$ cat src/verilog/ctu_timer_consts.vh
`ifndef CTU_TIMER_CONSTS_VH
`define CTU_TIMER_CONSTS_VH

// Word indices of the registers (one byte per aligned word on the bus).
`define CTU_OFF_CTRL 8'h00
`define CTU_OFF_MODE 8'h01
`define CTU_OFF_EVCTRL 8'h04
`define CTU_OFF_INTEN 8'h05
`define CTU_OFF_IRQFLAGS 8'h06
`define CTU_OFF_RUNSTATE 8'h07
`define CTU_OFF_HALTCTRL 8'h08
`define CTU_OFF_LATCH 8'h09
`define CTU_OFF_CNT_LO 8'h0A
`define CTU_OFF_CNT_HI 8'h0B
`define CTU_OFF_CC_LO 8'h0C
`define CTU_OFF_CC_HI 8'h0D

// Field positions.
`define CTU_BIT_ENABLE 0
`define CTU_BIT_EVFLAG 0
`define CTU_BIT_RUN 0
`define CTU_BIT_KEEPRUN 0
`define CTU_BIT_EVIN_EN 0
`define CTU_BIT_EDGE 4

// Counter modes.
`define CTU_MODE_PERIODIC 3'h0
`define CTU_MODE_TIMEOUT 3'h1
`define CTU_MODE_CAPTURE 3'h2
`define CTU_MODE_FREQ 3'h3
`define CTU_MODE_PW 3'h4
`define CTU_MODE_FRQPW 3'h5
`define CTU_MODE_SINGLE 3'h6
`define CTU_MODE_PWM8 3'h7

// Reset values.
`define CTU_RST_BYTE 8'h00
`define CTU_RST_WORD 16'h0000

`endif

$ cat src/verilog/ctu_timer.v
`timescale 1ns/10ps
`default_nettype none
`include "ctu_timer_consts.vh"

module ctu_timer #(
    parameter AW = 8
) (
    input wire clk,
    input wire rst_n,
    input wire wb_cyc_i,
    input wire wb_stb_i,
    input wire wb_we_i,
    input wire [AW-1:0] wb_adr_i,
    input wire [3:0] wb_sel_i,
    input wire [31:0] wb_dat_i,
    output reg [31:0] wb_dat_o,
    output reg wb_ack_o,
    output reg wb_err_o,
    input wire capture_event_i,
    input wire debug_break_i,
    output reg irq_o,
    output reg wave_o
);

    reg enable_q;
    reg [2:0] counter_mode_select_q;
    reg edge_sel_q;
    reg ev_in_en_q;
    reg capture_irq_en_q;
    reg capture_event_flag_q;
    reg keep_running_in_break_q;
    reg [7:0] wide_access_latch_q;
    reg [15:0] counter_value_q;
    reg [15:0] capture_compare_value_q;
    reg running_q;
    reg ev_prev_q;
    reg [1:0] fp_phase_q;
    reg [31:0] rdata_d;

    // Returns one when the address is word-aligned and no higher than the last register, gaps included.
    function mapped;
        input [AW-1:0] a;
        begin
            mapped = (a[1:0] == 2'b00) && (a[AW-1:2] <= 4'hD);
        end
    endfunction

    // Byte address of a register: offsets are word indices, the address is index times four.
    function [AW-1:0] waddr;
        input [7:0] off;
        begin
            waddr = {off[AW-3:0], 2'b00};
        end
    endfunction

    wire req = wb_cyc_i & wb_stb_i & ~wb_ack_o & ~wb_err_o;
    wire lane0 = wb_sel_i[0];
    wire wr = req & wb_we_i & lane0 & mapped(wb_adr_i);
    wire rd = req & ~wb_we_i & mapped(wb_adr_i);
    wire [7:0] wbyte = wb_dat_i[7:0];

    wire active = enable_q & ~(debug_break_i & ~keep_running_in_break_q);
    wire ev_rise = capture_event_i & ~ev_prev_q;
    wire ev_fall = ~capture_event_i & ev_prev_q;
    // Edge polarity chosen by the edge bit; inverted polarity is the other edge.
    wire ev_pol = edge_sel_q ? ev_fall : ev_rise;
    wire ev_opp = edge_sel_q ? ev_rise : ev_fall;
    // Events only count while the event input is enabled and the unit is not halted.
    wire ev_ok = active & ev_in_en_q;

    wire m_top = (counter_mode_select_q == `CTU_MODE_PERIODIC) ||
                 (counter_mode_select_q == `CTU_MODE_TIMEOUT) ||
                 (counter_mode_select_q == `CTU_MODE_SINGLE);
    wire m_cap = (counter_mode_select_q == `CTU_MODE_CAPTURE) ||
                 (counter_mode_select_q == `CTU_MODE_FREQ) ||
                 (counter_mode_select_q == `CTU_MODE_PW) ||
                 (counter_mode_select_q == `CTU_MODE_FRQPW);
    wire m_pwm = counter_mode_select_q == `CTU_MODE_PWM8;

    wire top_hit = running_q & active & m_top &
                   (counter_value_q == capture_compare_value_q);
    wire pwm_hit = running_q & active & m_pwm &
                   (counter_value_q[7:0] == capture_compare_value_q[15:8]);
    wire pwm_wrap = running_q & active & m_pwm &
                    (counter_value_q[7:0] == capture_compare_value_q[7:0]);

    // Capture-side events per mode.
    reg cap_load;
    reg cnt_init;
    reg cnt_stop;
    reg cnt_start;
    reg flag_set;
    always @* begin
        cap_load = 1'b0;
        cnt_init = 1'b0;
        cnt_stop = 1'b0;
        cnt_start = 1'b0;
        flag_set = top_hit | pwm_hit;
        if (ev_ok) begin
            case (counter_mode_select_q)
                `CTU_MODE_CAPTURE: begin
                    cap_load = ev_pol;
                    flag_set = flag_set | ev_pol;
                end
                `CTU_MODE_FREQ: begin
                    cap_load = ev_pol;
                    cnt_init = ev_pol;
                    flag_set = flag_set | ev_pol;
                end
                `CTU_MODE_PW: begin
                    cnt_init = ev_pol;
                    cap_load = ev_opp;
                    flag_set = flag_set | ev_opp;
                end
                `CTU_MODE_FRQPW: begin
                    cnt_init = ev_pol & (fp_phase_q == 2'd0);
                    cap_load = ev_opp & (fp_phase_q == 2'd1);
                    cnt_stop = ev_pol & (fp_phase_q == 2'd2);
                    flag_set = flag_set | cnt_stop;
                end
                `CTU_MODE_TIMEOUT: begin
                    cnt_start = ev_pol;
                    cnt_stop = ev_opp;
                end
                `CTU_MODE_SINGLE: begin
                    cnt_start = ev_rise | (edge_sel_q & ev_fall);
                end
                default: begin
                    cap_load = 1'b0;
                end
            endcase
        end
    end

    // Capture read in capture mode clears the flag.
    // Only the low byte read clears, so a wide read that starts low clears once.
    // Software reading just the high byte sees the latch and leaves the flag alone.
    wire cc_read_clear = rd & m_cap & (wb_adr_i == waddr(`CTU_OFF_CC_LO));
    wire flag_w1c = wr & (wb_adr_i == waddr(`CTU_OFF_IRQFLAGS)) & wbyte[`CTU_BIT_EVFLAG];

    // Bus answer: one cycle after the request, error on unmapped addresses.
    always @(posedge clk or negedge rst_n) begin
        if (!rst_n) begin
            wb_ack_o <= 1'b0;
            wb_err_o <= 1'b0;
            wb_dat_o <= 32'h00000000;
        end else begin
            wb_ack_o <= req & mapped(wb_adr_i);
            wb_err_o <= req & ~mapped(wb_adr_i);
            wb_dat_o <= rd ? rdata_d : 32'h00000000;
        end
    end

    // Read mux; reading a low byte of a wide register parks the high byte in the latch.
    always @* begin
        // Default zero keeps the unused upper lanes and reserved bits quiet.
        // Gaps in the map read as zero; the error answer covers only the
        // addresses past the last register or off the word grid.
        rdata_d = 32'h00000000;
        if (wb_adr_i == waddr(`CTU_OFF_CTRL)) begin
            rdata_d[`CTU_BIT_ENABLE] = enable_q;
        end else if (wb_adr_i == waddr(`CTU_OFF_MODE)) begin
            rdata_d[2:0] = counter_mode_select_q;
        end else if (wb_adr_i == waddr(`CTU_OFF_EVCTRL)) begin
            rdata_d[`CTU_BIT_EDGE] = edge_sel_q;
            rdata_d[`CTU_BIT_EVIN_EN] = ev_in_en_q;
        end else if (wb_adr_i == waddr(`CTU_OFF_INTEN)) begin
            rdata_d[`CTU_BIT_EVFLAG] = capture_irq_en_q;
        end else if (wb_adr_i == waddr(`CTU_OFF_IRQFLAGS)) begin
            rdata_d[`CTU_BIT_EVFLAG] = capture_event_flag_q;
        end else if (wb_adr_i == waddr(`CTU_OFF_RUNSTATE)) begin
            rdata_d[`CTU_BIT_RUN] = running_q;
        end else if (wb_adr_i == waddr(`CTU_OFF_HALTCTRL)) begin
            rdata_d[`CTU_BIT_KEEPRUN] = keep_running_in_break_q;
        end else if (wb_adr_i == waddr(`CTU_OFF_LATCH)) begin
            rdata_d[7:0] = wide_access_latch_q;
        end else if (wb_adr_i == waddr(`CTU_OFF_CNT_LO)) begin
            rdata_d[7:0] = counter_value_q[7:0];
        end else if (wb_adr_i == waddr(`CTU_OFF_CNT_HI)) begin
            rdata_d[7:0] = wide_access_latch_q;
        end else if (wb_adr_i == waddr(`CTU_OFF_CC_LO)) begin
            rdata_d[7:0] = capture_compare_value_q[7:0];
        end else if (wb_adr_i == waddr(`CTU_OFF_CC_HI)) begin
            // PWM bytes are independent, so the high byte reads directly.
            rdata_d[7:0] = m_pwm ? capture_compare_value_q[15:8] : wide_access_latch_q;
        end else begin
            // Unmapped reads are refused by the error answer and return zero.
            rdata_d = 32'h00000000;
        end
    end

    // Control registers written by software.
    always @(posedge clk or negedge rst_n) begin
        if (!rst_n) begin
            enable_q <= 1'b0;
            counter_mode_select_q <= 3'h0;
            edge_sel_q <= 1'b0;
            ev_in_en_q <= 1'b0;
            capture_irq_en_q <= 1'b0;
            keep_running_in_break_q <= 1'b0;
        end else if (wr) begin
            if (wb_adr_i == waddr(`CTU_OFF_CTRL)) begin
                enable_q <= wbyte[`CTU_BIT_ENABLE];
            end else if (wb_adr_i == waddr(`CTU_OFF_MODE)) begin
                counter_mode_select_q <= wbyte[2:0];
            end else if (wb_adr_i == waddr(`CTU_OFF_EVCTRL)) begin
                edge_sel_q <= wbyte[`CTU_BIT_EDGE];
                ev_in_en_q <= wbyte[`CTU_BIT_EVIN_EN];
            end else if (wb_adr_i == waddr(`CTU_OFF_INTEN)) begin
                capture_irq_en_q <= wbyte[`CTU_BIT_EVFLAG];
            end else if (wb_adr_i == waddr(`CTU_OFF_HALTCTRL)) begin
                keep_running_in_break_q <= wbyte[`CTU_BIT_KEEPRUN];
            end
        end
    end

    // Shared latch: high-byte writes, except the compare high byte in byte PWM, wait here until the low byte commits.
    always @(posedge clk or negedge rst_n) begin
        if (!rst_n) begin
            wide_access_latch_q <= `CTU_RST_BYTE;
        end else if (wr && (wb_adr_i == waddr(`CTU_OFF_LATCH) ||
                            wb_adr_i == waddr(`CTU_OFF_CNT_HI) ||
                            (wb_adr_i == waddr(`CTU_OFF_CC_HI) && !m_pwm))) begin
            wide_access_latch_q <= wbyte;
        end else if (rd && wb_adr_i == waddr(`CTU_OFF_CNT_LO)) begin
            // High byte saved on low read.
            wide_access_latch_q <= counter_value_q[15:8];
        end else if (rd && wb_adr_i == waddr(`CTU_OFF_CC_LO)) begin
            // Same parking for the compare pair, so one latch serves both words.
            wide_access_latch_q <= capture_compare_value_q[15:8];
        end
    end

    // Counter and run state; bus write overrides counting in the same cycle.
    always @(posedge clk or negedge rst_n) begin
        if (!rst_n) begin
            counter_value_q <= `CTU_RST_WORD;
            running_q <= 1'b0;
            fp_phase_q <= 2'd0;
            ev_prev_q <= 1'b0;
        end else begin
            // Edge history freezes while halted, so a level change made during a break shows up as an edge once the break ends.
            if (active) begin
                ev_prev_q <= capture_event_i;
            end
            if (!enable_q) begin
                running_q <= 1'b0;
            end else if (cnt_stop || (top_hit &&
                         counter_mode_select_q == `CTU_MODE_SINGLE)) begin
                running_q <= 1'b0;
            end else if (cnt_start || cnt_init ||
                         (!running_q && (counter_mode_select_q != `CTU_MODE_TIMEOUT) &&
                          (counter_mode_select_q != `CTU_MODE_SINGLE) &&
                          (counter_mode_select_q != `CTU_MODE_FRQPW))) begin
                // The combined mode is left out of the free start: after its
                // stop edge it must stay stopped until the next first edge,
                // otherwise the run bit would come back one cycle later and
                // software could never see the measurement as finished.
                running_q <= 1'b1;
            end
            // The phase of the combined mode is cleared whenever that mode is
            // not selected or the unit is off; inside the mode it must survive
            // between edges, so the event update below is the only writer then.
            if (counter_mode_select_q != `CTU_MODE_FRQPW || !enable_q) begin
                fp_phase_q <= 2'd0;
            end
            // Phase walks 0 (wait first edge), 1 (wait opposite), 2 (wait stop).
            if (ev_ok && counter_mode_select_q == `CTU_MODE_FRQPW) begin
                if (cnt_init || cap_load) begin
                    fp_phase_q <= fp_phase_q + 2'd1;
                end else if (cnt_stop) begin
                    fp_phase_q <= 2'd0;
                end
            end
            if (wr && wb_adr_i == waddr(`CTU_OFF_CNT_LO)) begin
                counter_value_q <= {wide_access_latch_q, wbyte};
            end else if (cnt_init) begin
                counter_value_q <= `CTU_RST_WORD;
            end else if (top_hit || (pwm_wrap && !pwm_hit)) begin
                counter_value_q <= `CTU_RST_WORD;
            end else if (running_q && active) begin
                counter_value_q <= counter_value_q + 16'h0001;
            end
        end
    end

    // Capture/compare register; bus writes and captures.
    always @(posedge clk or negedge rst_n) begin
        if (!rst_n) begin
            capture_compare_value_q <= `CTU_RST_WORD;
        end else if (wr && wb_adr_i == waddr(`CTU_OFF_CC_LO)) begin
            // Outside byte PWM the low write commits the latched high byte too.
            capture_compare_value_q <= m_pwm ? {capture_compare_value_q[15:8], wbyte} :
                                               {wide_access_latch_q, wbyte};
        end else if (wr && m_pwm && wb_adr_i == waddr(`CTU_OFF_CC_HI)) begin
            // Byte PWM high byte is written on its own.
            capture_compare_value_q[15:8] <= wbyte;
        end else if (cap_load) begin
            capture_compare_value_q <= counter_value_q;
        end
    end

    // Flag: a hardware set in the same cycle as a clear wins.
    always @(posedge clk or negedge rst_n) begin
        if (!rst_n) begin
            capture_event_flag_q <= 1'b0;
        end else if (flag_set) begin
            capture_event_flag_q <= 1'b1;
        end else if (flag_w1c || cc_read_clear) begin
            // Either a one written to the flag or a capture read in a capture mode.
            // Flag clear.
            capture_event_flag_q <= 1'b0;
        end
    end

    // Interrupt and PWM output from flip-flops.
    always @(posedge clk or negedge rst_n) begin
        if (!rst_n) begin
            irq_o <= 1'b0;
            wave_o <= 1'b0;
        end else begin
            irq_o <= capture_event_flag_q & capture_irq_en_q;
            if (!m_pwm || !running_q) begin
                wave_o <= 1'b0;
            end else if (pwm_wrap) begin
                wave_o <= 1'b1;
            end else if (pwm_hit) begin
                wave_o <= 1'b0;
            end
        end
    end

endmodule
`default_nettype wire

$ cat config.mk
export PLATFORM = sky130hd
export DESIGN_NAME = ctu_timer
export DESIGN_NICKNAME = d
export VERILOG_FILES = /design/src/verilog/ctu_timer.v
export VERILOG_INCLUDE_DIRS = /design/src /design/src/verilog
export SDC_FILE = /design/constraint.sdc
export NUM_CORES = 1
export LEC_CHECK = 0
export BUFFER_PORTS_ARGS = -buffer_cell sky130_fd_sc_hd__buf_2
export CAP_MARGIN = 20
export CORE_AREA = 2 2 121 123
export CTS_CLUSTER_SIZE = 30
export DETAILED_ROUTE_END_ITERATION = 10
export DIE_AREA = 0 0 123 125
export GPL_TIMING_DRIVEN = 0
export SETUP_SLACK_MARGIN = 0.1
export SLEW_MARGIN = 10
export SYNTH_ARGS = -nofsm -noshare
export SYNTH_HDL_FRONTEND = slang
export SYNTH_SLANG_ARGS = --single-unit
export TNS_END_PERCENT = 1
$ cat constraint.sdc
create_clock -name clk -period 2.2 [get_ports clk]
set_input_delay 0.11 -clock clk [delete_from_list [all_inputs] [get_ports clk]]
set_output_delay 0.11 -clock clk [all_outputs]
set_load 0.01 [all_outputs]
# Word level (Yosys, flattened, before mapping)
# Index checks and enable logic that the tools add are counted.
[op_classes]
n_reduce_logical = 54
muxes = 66
add_sub_neg = 2
bitwise = 47
n_lt_le_gt_ge = 1
eq_ne = 29
[ops]
columns = ["op", "n"]
rows = [
  ["2-to-1 mux 8 bit", 18],
  ["2-to-1 mux 16 bit", 7],
  ["== test 8 x 6 -> 1 bit, second input constant", 6],
  ["== test 8 x 5 -> 1 bit, second input constant", 4],
  ["2-to-1 mux 32 bit", 1],
  ["2-to-1 mux 31 bit", 1],
  ["AND 1 bit", 30],
  ["2-to-1 mux 7 bit", 4],
  ["2-to-1 mux 1 bit", 22],
  ["adder 16 x 1 -> 16 bit, second input constant", 1],
  ["== test 16 bit", 1],
  ["== test 8 bit", 2],
  ["logical AND 1 bit", 16],
  ["logical OR 1 bit", 15],
  ["== test 3 bit, second input constant", 4],
  ["inverter 1 bit", 12],
  ["2-to-1 mux 3 bit", 3],
  ["nonzero test 3 bit", 3],
  ["== test 8 x 3 -> 1 bit, second input constant", 1],
  ["logical NOT 8 bit", 1],
  ["2-to-1 mux 2 bit", 4],
  ["== test 3 x 2 -> 1 bit, second input constant", 2],
  ["<= comparator 6 x 4 -> 1 bit, second input constant", 1],
  ["inequality test 3 x 1 -> 1 bit, second input constant", 2],
  ["21 further kinds", 38],
]
[totals]
output_inout_bits = 36
ff_bits = 89
inputBits = 51

# Logic depth before layout (Yosys ltp)
[depth]
depth_word = 22
depth_mapped = 9
ltp_nobuf = 8

# Worst setup path after synthesis
# Ideal clock, no wire load.
[synth_timing]
path_type = "register to register"
start = "reg wb_err_o"
end = "reg capture_compare_value_q[10]"
stages_incl_launch_ff = 6
t_required_ns = 2.075
n_path_buf = 0
synth_period_minus_slack_ns = 2.373
setup_slack_ns = -0.173
arrival_ns = 2.248
path_cell_list = "dfrtp_1 or4bb_1 nor4_2 o21ai_1 a21oi_2 mux2_2"
[synth_via]
elab_chain_len = 9
[synth_lines]
columns = ["item", "line_no", "source"]
rows = [
  ["from (decl)", "ctu_timer.v:18", "output reg wb_err_o,"],
  ["from (signal assigned)", "ctu_timer.v:149", "wb_err_o <= req & ~mapped(wb_adr_i);"],
  ["inverter 1 bit *", "ctu_timer.v:56", "wire req = wb_cyc_i & wb_stb_i & ~wb_ack_o & ~wb_err_o;"],
  ["AND 1 bit *", "ctu_timer.v:56", ""],
  ["AND 1 bit * (3 in series)", "ctu_timer.v:58", "wire wr = req & wb_we_i & lane0 & mapped(wb_adr_i);"],
  ["logical AND 1 bit (2 in series)", "ctu_timer.v:295", "end else if (wr && m_pwm && wb_adr_i == waddr(`CTU_OFF_CC_HI)) begin"],
  ["nonzero test 3 bit (no source line) or 2-to-1 mux 8 bit (tied branches)", "n/a", ""],
  ["AND reduction 2 bit (no source line) or 2-to-1 mux 16 bit (tied branches)", "n/a", ""],
  ["to (signal assigned)", "ctu_timer.v:293", "capture_compare_value_q <= m_pwm ? {capture_compare_value_q[15:8], wbyte} :"],
  ["to (signal assigned)", "ctu_timer.v:297", "capture_compare_value_q[15:8] <= wbyte;"],
  ["to (signal assigned)", "ctu_timer.v:299", "capture_compare_value_q <= counter_value_q;"],
  ["to (decl)", "ctu_timer.v:34", "reg [15:0] capture_compare_value_q;"],
]
# Mark *: on every way between the ends. The rest lies on a longest branch, timed or not.
# A chain may end at the register's enable or synchronous reset.

# Worst setup path in the final report
[layout_timing]
start = "reg wb_err_o"
end = "reg counter_value_q[5]"
[layout_via]
elab_chain_len = 7
[layout_lines]
columns = ["item", "line_no", "source"]
rows = [
  ["inverter 1 bit *", "ctu_timer.v:56", ""],
  ["AND 1 bit *", "ctu_timer.v:56", ""],
  ["AND 1 bit * (3 in series)", "ctu_timer.v:58", ""],
  ["logical AND 1 bit *", "ctu_timer.v:275", "if (wr && wb_adr_i == waddr(`CTU_OFF_CNT_LO)) begin"],
  ["nonzero test 4 bit (no source line) or 2-to-1 mux 16 bit (tied branches)", "n/a", ""],
  ["to (signal assigned)", "ctu_timer.v:276", "counter_value_q <= {wide_access_latch_q, wbyte};"],
  ["to (signal assigned)", "ctu_timer.v:278", "counter_value_q <= `CTU_RST_WORD;"],
  ["to (signal assigned)", "ctu_timer.v:280", "counter_value_q <= `CTU_RST_WORD;"],
  ["to (decl)", "ctu_timer.v:33", "reg [15:0] counter_value_q;"],
]
# Marked as above.

==> results.md <==
- Status: finished, violations left
- Failing checks: negative setup slack
- Slew headroom: just over 50%
- Tcrit/Tclk final: 110.5%
- Post-layout minimum cycle time: 2.432 ns
- Via count: 4,581
- H-tree depth: 3
- Pwr dens: approximately 530 nW/um2
- Router iterations before antenna repair: 5
- DRC viols: 0
- Yosys synthesis warning count: 0
- Ant diodes: 0
- Clk buf depth: 2
- Site row count: 44
- Post-Synth Adder-Cell Area: 1.094%
- Cell Area, Synth: ~4600 um2
- Utilization after layout: 41.01%
- Fin area: between 5000 and 6000 um2
- Yosys reg bits: 65
- Num CTS Buffers: 9
- Part of the power in combinational logic: 6.4%
- GRT Overall Usage: 19.88%
- First-pass GRT wire length: 23.54 mm
- Clock group share of total power: 54.8%
- CTS tree: built
- Seq pwr share: around 39%
- Startpoint types: flip-flop
- Cell Count, Final, Fillers Out: ~800
- Die width: 123 um
- Worst reg-to-reg path cell count: 7
- Setup ws final: -0.2315 ns
- Crit path arrival time: 2.66 ns
- Placed cell areas: ~5000 um2
- Fill cell count: ~1,400
- Initial antenna violation count: 0
- Worst VDD drop: 363.4 uV
- Ys flop type: dfrtp_1
- Worst clock skew: approximately 0.0061 ns
- Critical path type: reg2reg
- Worst min-delay path category: in2reg
- Root Buffer: clkbuf_16
- Port-buffer cells: 34
- Placed Cells: 757
- Post-synth EDFFs: 0
- XOR/XNOR share of the synthesized area: 5.171%
- Simple-Gate Fraction of Synth Area: just under 20%
- P&R area growth vs syn: 27.36%
- Library cells used by synthesis: 70
- Largest family of logic cells by synthesized area: compound AO/OA/AOI/OAI gates
- HPWL Detailed: 10.93 mm
- Critical Path Sink: counter_value_q[5]
- Routability Congestion: 0.9334
- FF-to-FF End: counter_value_q[5]
- Switching pwr: 695.1 uW
- Syn Inst Count: 515
- Max Clk Rate: 411.3 MHz
- Share of cells above drive strength 1: between 20% and 30%
- Remaining Overflow, GRT: 0
- Slew Viols, Final: 0
- Post-synthesis compound-gate area fraction: between 20% and 30%
- Initial core utilization: 32.20%
- Dpl ws: -0.6304 ns
- Final Hold Vio Count: 0
- Worst EP required: 2.43 ns
- Syn_area_per_cell: 8.880 um2
- Unrepaired setup endpoints after global routing: yes
- Hold Crit Start: capture_event_i
- Leakage: approximately 2.7 nW
- Slew @ Worst Pin: 0.7322 ns
- Asr flop ratio synth: 100.0%
- Crit path from: wb_err_o
- Worst-Skew Late Latency: around 0.35 ns
- Total Wirelength: 15.52 mm
- Final #Nets: 653
- Drt wl/cell: 19.72 um
- Die area: 15,380 um2
- Final Setup Violations: 36
- Core ar.: 14,200 um2
- Top-Level Pins: 87
- Mux contribution to synthesized area: between 6 and 7%
- Worst hold slack: 0.05756 ns
- CP max FO: 10
- Clock transition at path regs: 0.06 ns
- Die height: 125 um
- Sink Count: 65
- Sequential area share after synthesis: 35.57%
- Crit path capture type: flip-flop
- Via/cell ratio: around 5.8
- Post-route ant nets: 0
- Switching share of power: between 20 and 25%
- Worst r2r src: wb_err_o
- Worst R2R Setup Slack: -0.23 ns
- P_int: around 2.4 mW
- Initial DRC count: 593
- Maxcap violations: 0
- Largest net degree at the start of global routing: 40
- Vias in the first global route: around 4,400
[cells in the final DEF (no fill, tap or decap), types with 6 or more instances in the layout]
cell type	count
dfrtp_1	65
buf_4	37
buf_2	35
nand2_1	35
a21oi_1	32
nor2_1	29
conb_1	24
nand3_1	19
xor2_1	18
inv_1	15
clkbuf_1	15
o21ai_0	15
mux2_2	15
o22ai_1	13
mux2i_1	11
nand4_1	11
a22oi_1	9
xnor2_1	9
clkbuf_16	9
and3_1	8
a2bb2oi_1	8
a22o_1	8
clkbuf_2	7
nand2b_1	6
and4_1	6
a32oi_1	6
[through the flow]
step	power, mW	setup TNS (ns)
after detailed placement	1.409	-22.35
after CTS	3.100	-6.633
after global placement	1.401	-22.08
after global routing	3.162	-7.817
after floorplan	1.321	-0.9396
final	3.095	-5.389
[metal layers]
| metal | up-vias | global-route usage (%) | share of wire [%] | routed length [um] |
|---|---|---|---|---|
| li1 | 2045 | - | - | - |
| met3 | 50 | 3.969 | 7.6 | 1187 |
| met5 | - | 0 | 0 | 0 |
| met1 | 2244 | 25.94 | 42 | 6511 |
| met2 | 242 | 31.56 | 46 | 7197 |
| met4 | 0 | 9.091 | 4.0 | 620 |
[worst min path at each step]
stage	to	slack, ns	cells after the start
global placement	ev_prev_q	0.40	2
floorplan	capture_compare_value_q[0]	-0.19	0
finish	ev_prev_q	0.06	2
global route	ev_prev_q	0.07	2
detailed placement	ev_prev_q	0.05	1
CTS	ev_prev_q	0.06	2
[flip-flops by register name (all words and copies together), names as in the netlist]
| signal | count |
|---|---|
| counter_mode_select_q | 3 |
| running_q | 1 |
| counter_value_q | 16 |
| fp_phase_q | 2 |
| irq_o | 1 |
| edge_sel_q | 1 |
| capture_irq_en_q | 1 |
| keep_running_in_break_q | 1 |
| capture_event_flag_q | 1 |
| ev_prev_q | 1 |
| wb_ack_o | 1 |
| capture_compare_value_q | 16 |
| ev_in_en_q | 1 |
| wb_dat_o | 8 |
| wide_access_latch_q | 8 |
| enable_q | 1 |
| wb_err_o | 1 |
| wave_o | 1 |
[cells in the mapped netlist (3+ instances only)]
cell type  count  area, um2
dfrtp_1       65       1627
nand2_1       36      135.1
a21oi_1       35      175.2
nor2_1        32      120.1
buf_4         26      195.2
clkbuf_1      25      93.84
nand3_1       21      105.1
o21ai_0       20      100.1
xor2_1        18      157.7
inv_1         15      56.30
mux2_2        15      168.9
o22ai_1       13      81.33
mux2i_1       11      110.1
nand4_1       11      68.82
a22oi_1        9      67.56
a2bb2oi_1      9      78.83
xnor2_1        9      78.83
a22o_1         8      70.07
and3_1         8      50.05
nor4_1         7      43.79
a32oi_1        6      52.55
and4_1         6      52.55
nand2b_1       6      37.54
a222oi_1       5      50.05
and2_1         5      31.28
buf_2          5      25.02
o211ai_1       5      37.54
a211oi_1       4      30.03
a221o_1        4      40.04
a31oi_1        4      25.02
buf_1          4      15.01
ha_1           4      50.05
o221a_2        4      45.04
or4_1          4      30.03
a221oi_1       3      26.28
nand3b_1       3      22.52
nor2_2         3      18.77
nor2b_1        3      18.77
nor3b_1        3      22.52
o21ai_1        3      15.01
[worst max-delay path: stages, from the launching register on]
cell and delay (ns):
dfrtp_1 0.37, or4bb_4 0.60, or4_4 0.60, nor2_4 0.18, nor2_1 0.08, buf_4 0.20, a32oi_1 0.20, nor2_1 0.07
[what timing repair did]
action | CTS | global route
buffers inserted | 6 | 7
hold buffers | 1 | 0
endpoints found under the hold margin | 26 | 0
pin swaps | 10 | 14
setup endpoints to repair | 58 | 60
resized for setup | 44 | 28
[area by class of cell]
| type | count | area, um2 | area share (%) |
|---|---|---|---|
| multi-input cells | 398 | 2855 | 49.02 |
| flip-flops and latches | 65 | 1627 | 27.93 |
| plain buffers | 60 | 382.9 | 6.574 |
| repair buffers | 49 | 329.1 | 5.650 |
| clock buffers | 10 | 239.0 | 4.103 |
| well taps | 184 | 230.2 | 3.953 |
| clock inverters | 6 | 105.1 | 1.805 |
| inverters | 15 | 56.30 | 0.9667 |
[kinds of logic (layout without fill, tap and decap cells)]
| kind of cell | count (synthesis) | after routing |
|---|---|---|
| buffers and inverters | 75 | 140 |
| multiplexers | 26 | 26 |
| AO/OA/AOI/OAI | 154 | 154 |
| AND/OR/NAND/NOR | 163 | 163 |
| XOR/XNOR | 27 | 27 |
| flip-flops | 65 | 65 |
| adder cells (fa/ha/maj) | 4 | 4 |
| other | 1 | 24 |
[power groups by stage]
stage | logic, mW | registers [mW] | clock network (mW)
after detailed placement | 0.188 | 1.22 | 0
final | 0.199 | 1.20 | 1.70
after global placement | 0.180 | 1.22 | 0
after global routing | 0.217 | 1.20 | 1.75
after CTS | 0.195 | 1.20 | 1.71
after floorplan | 0.0992 | 1.22 | 0
(Power assumes the default switching activity.)
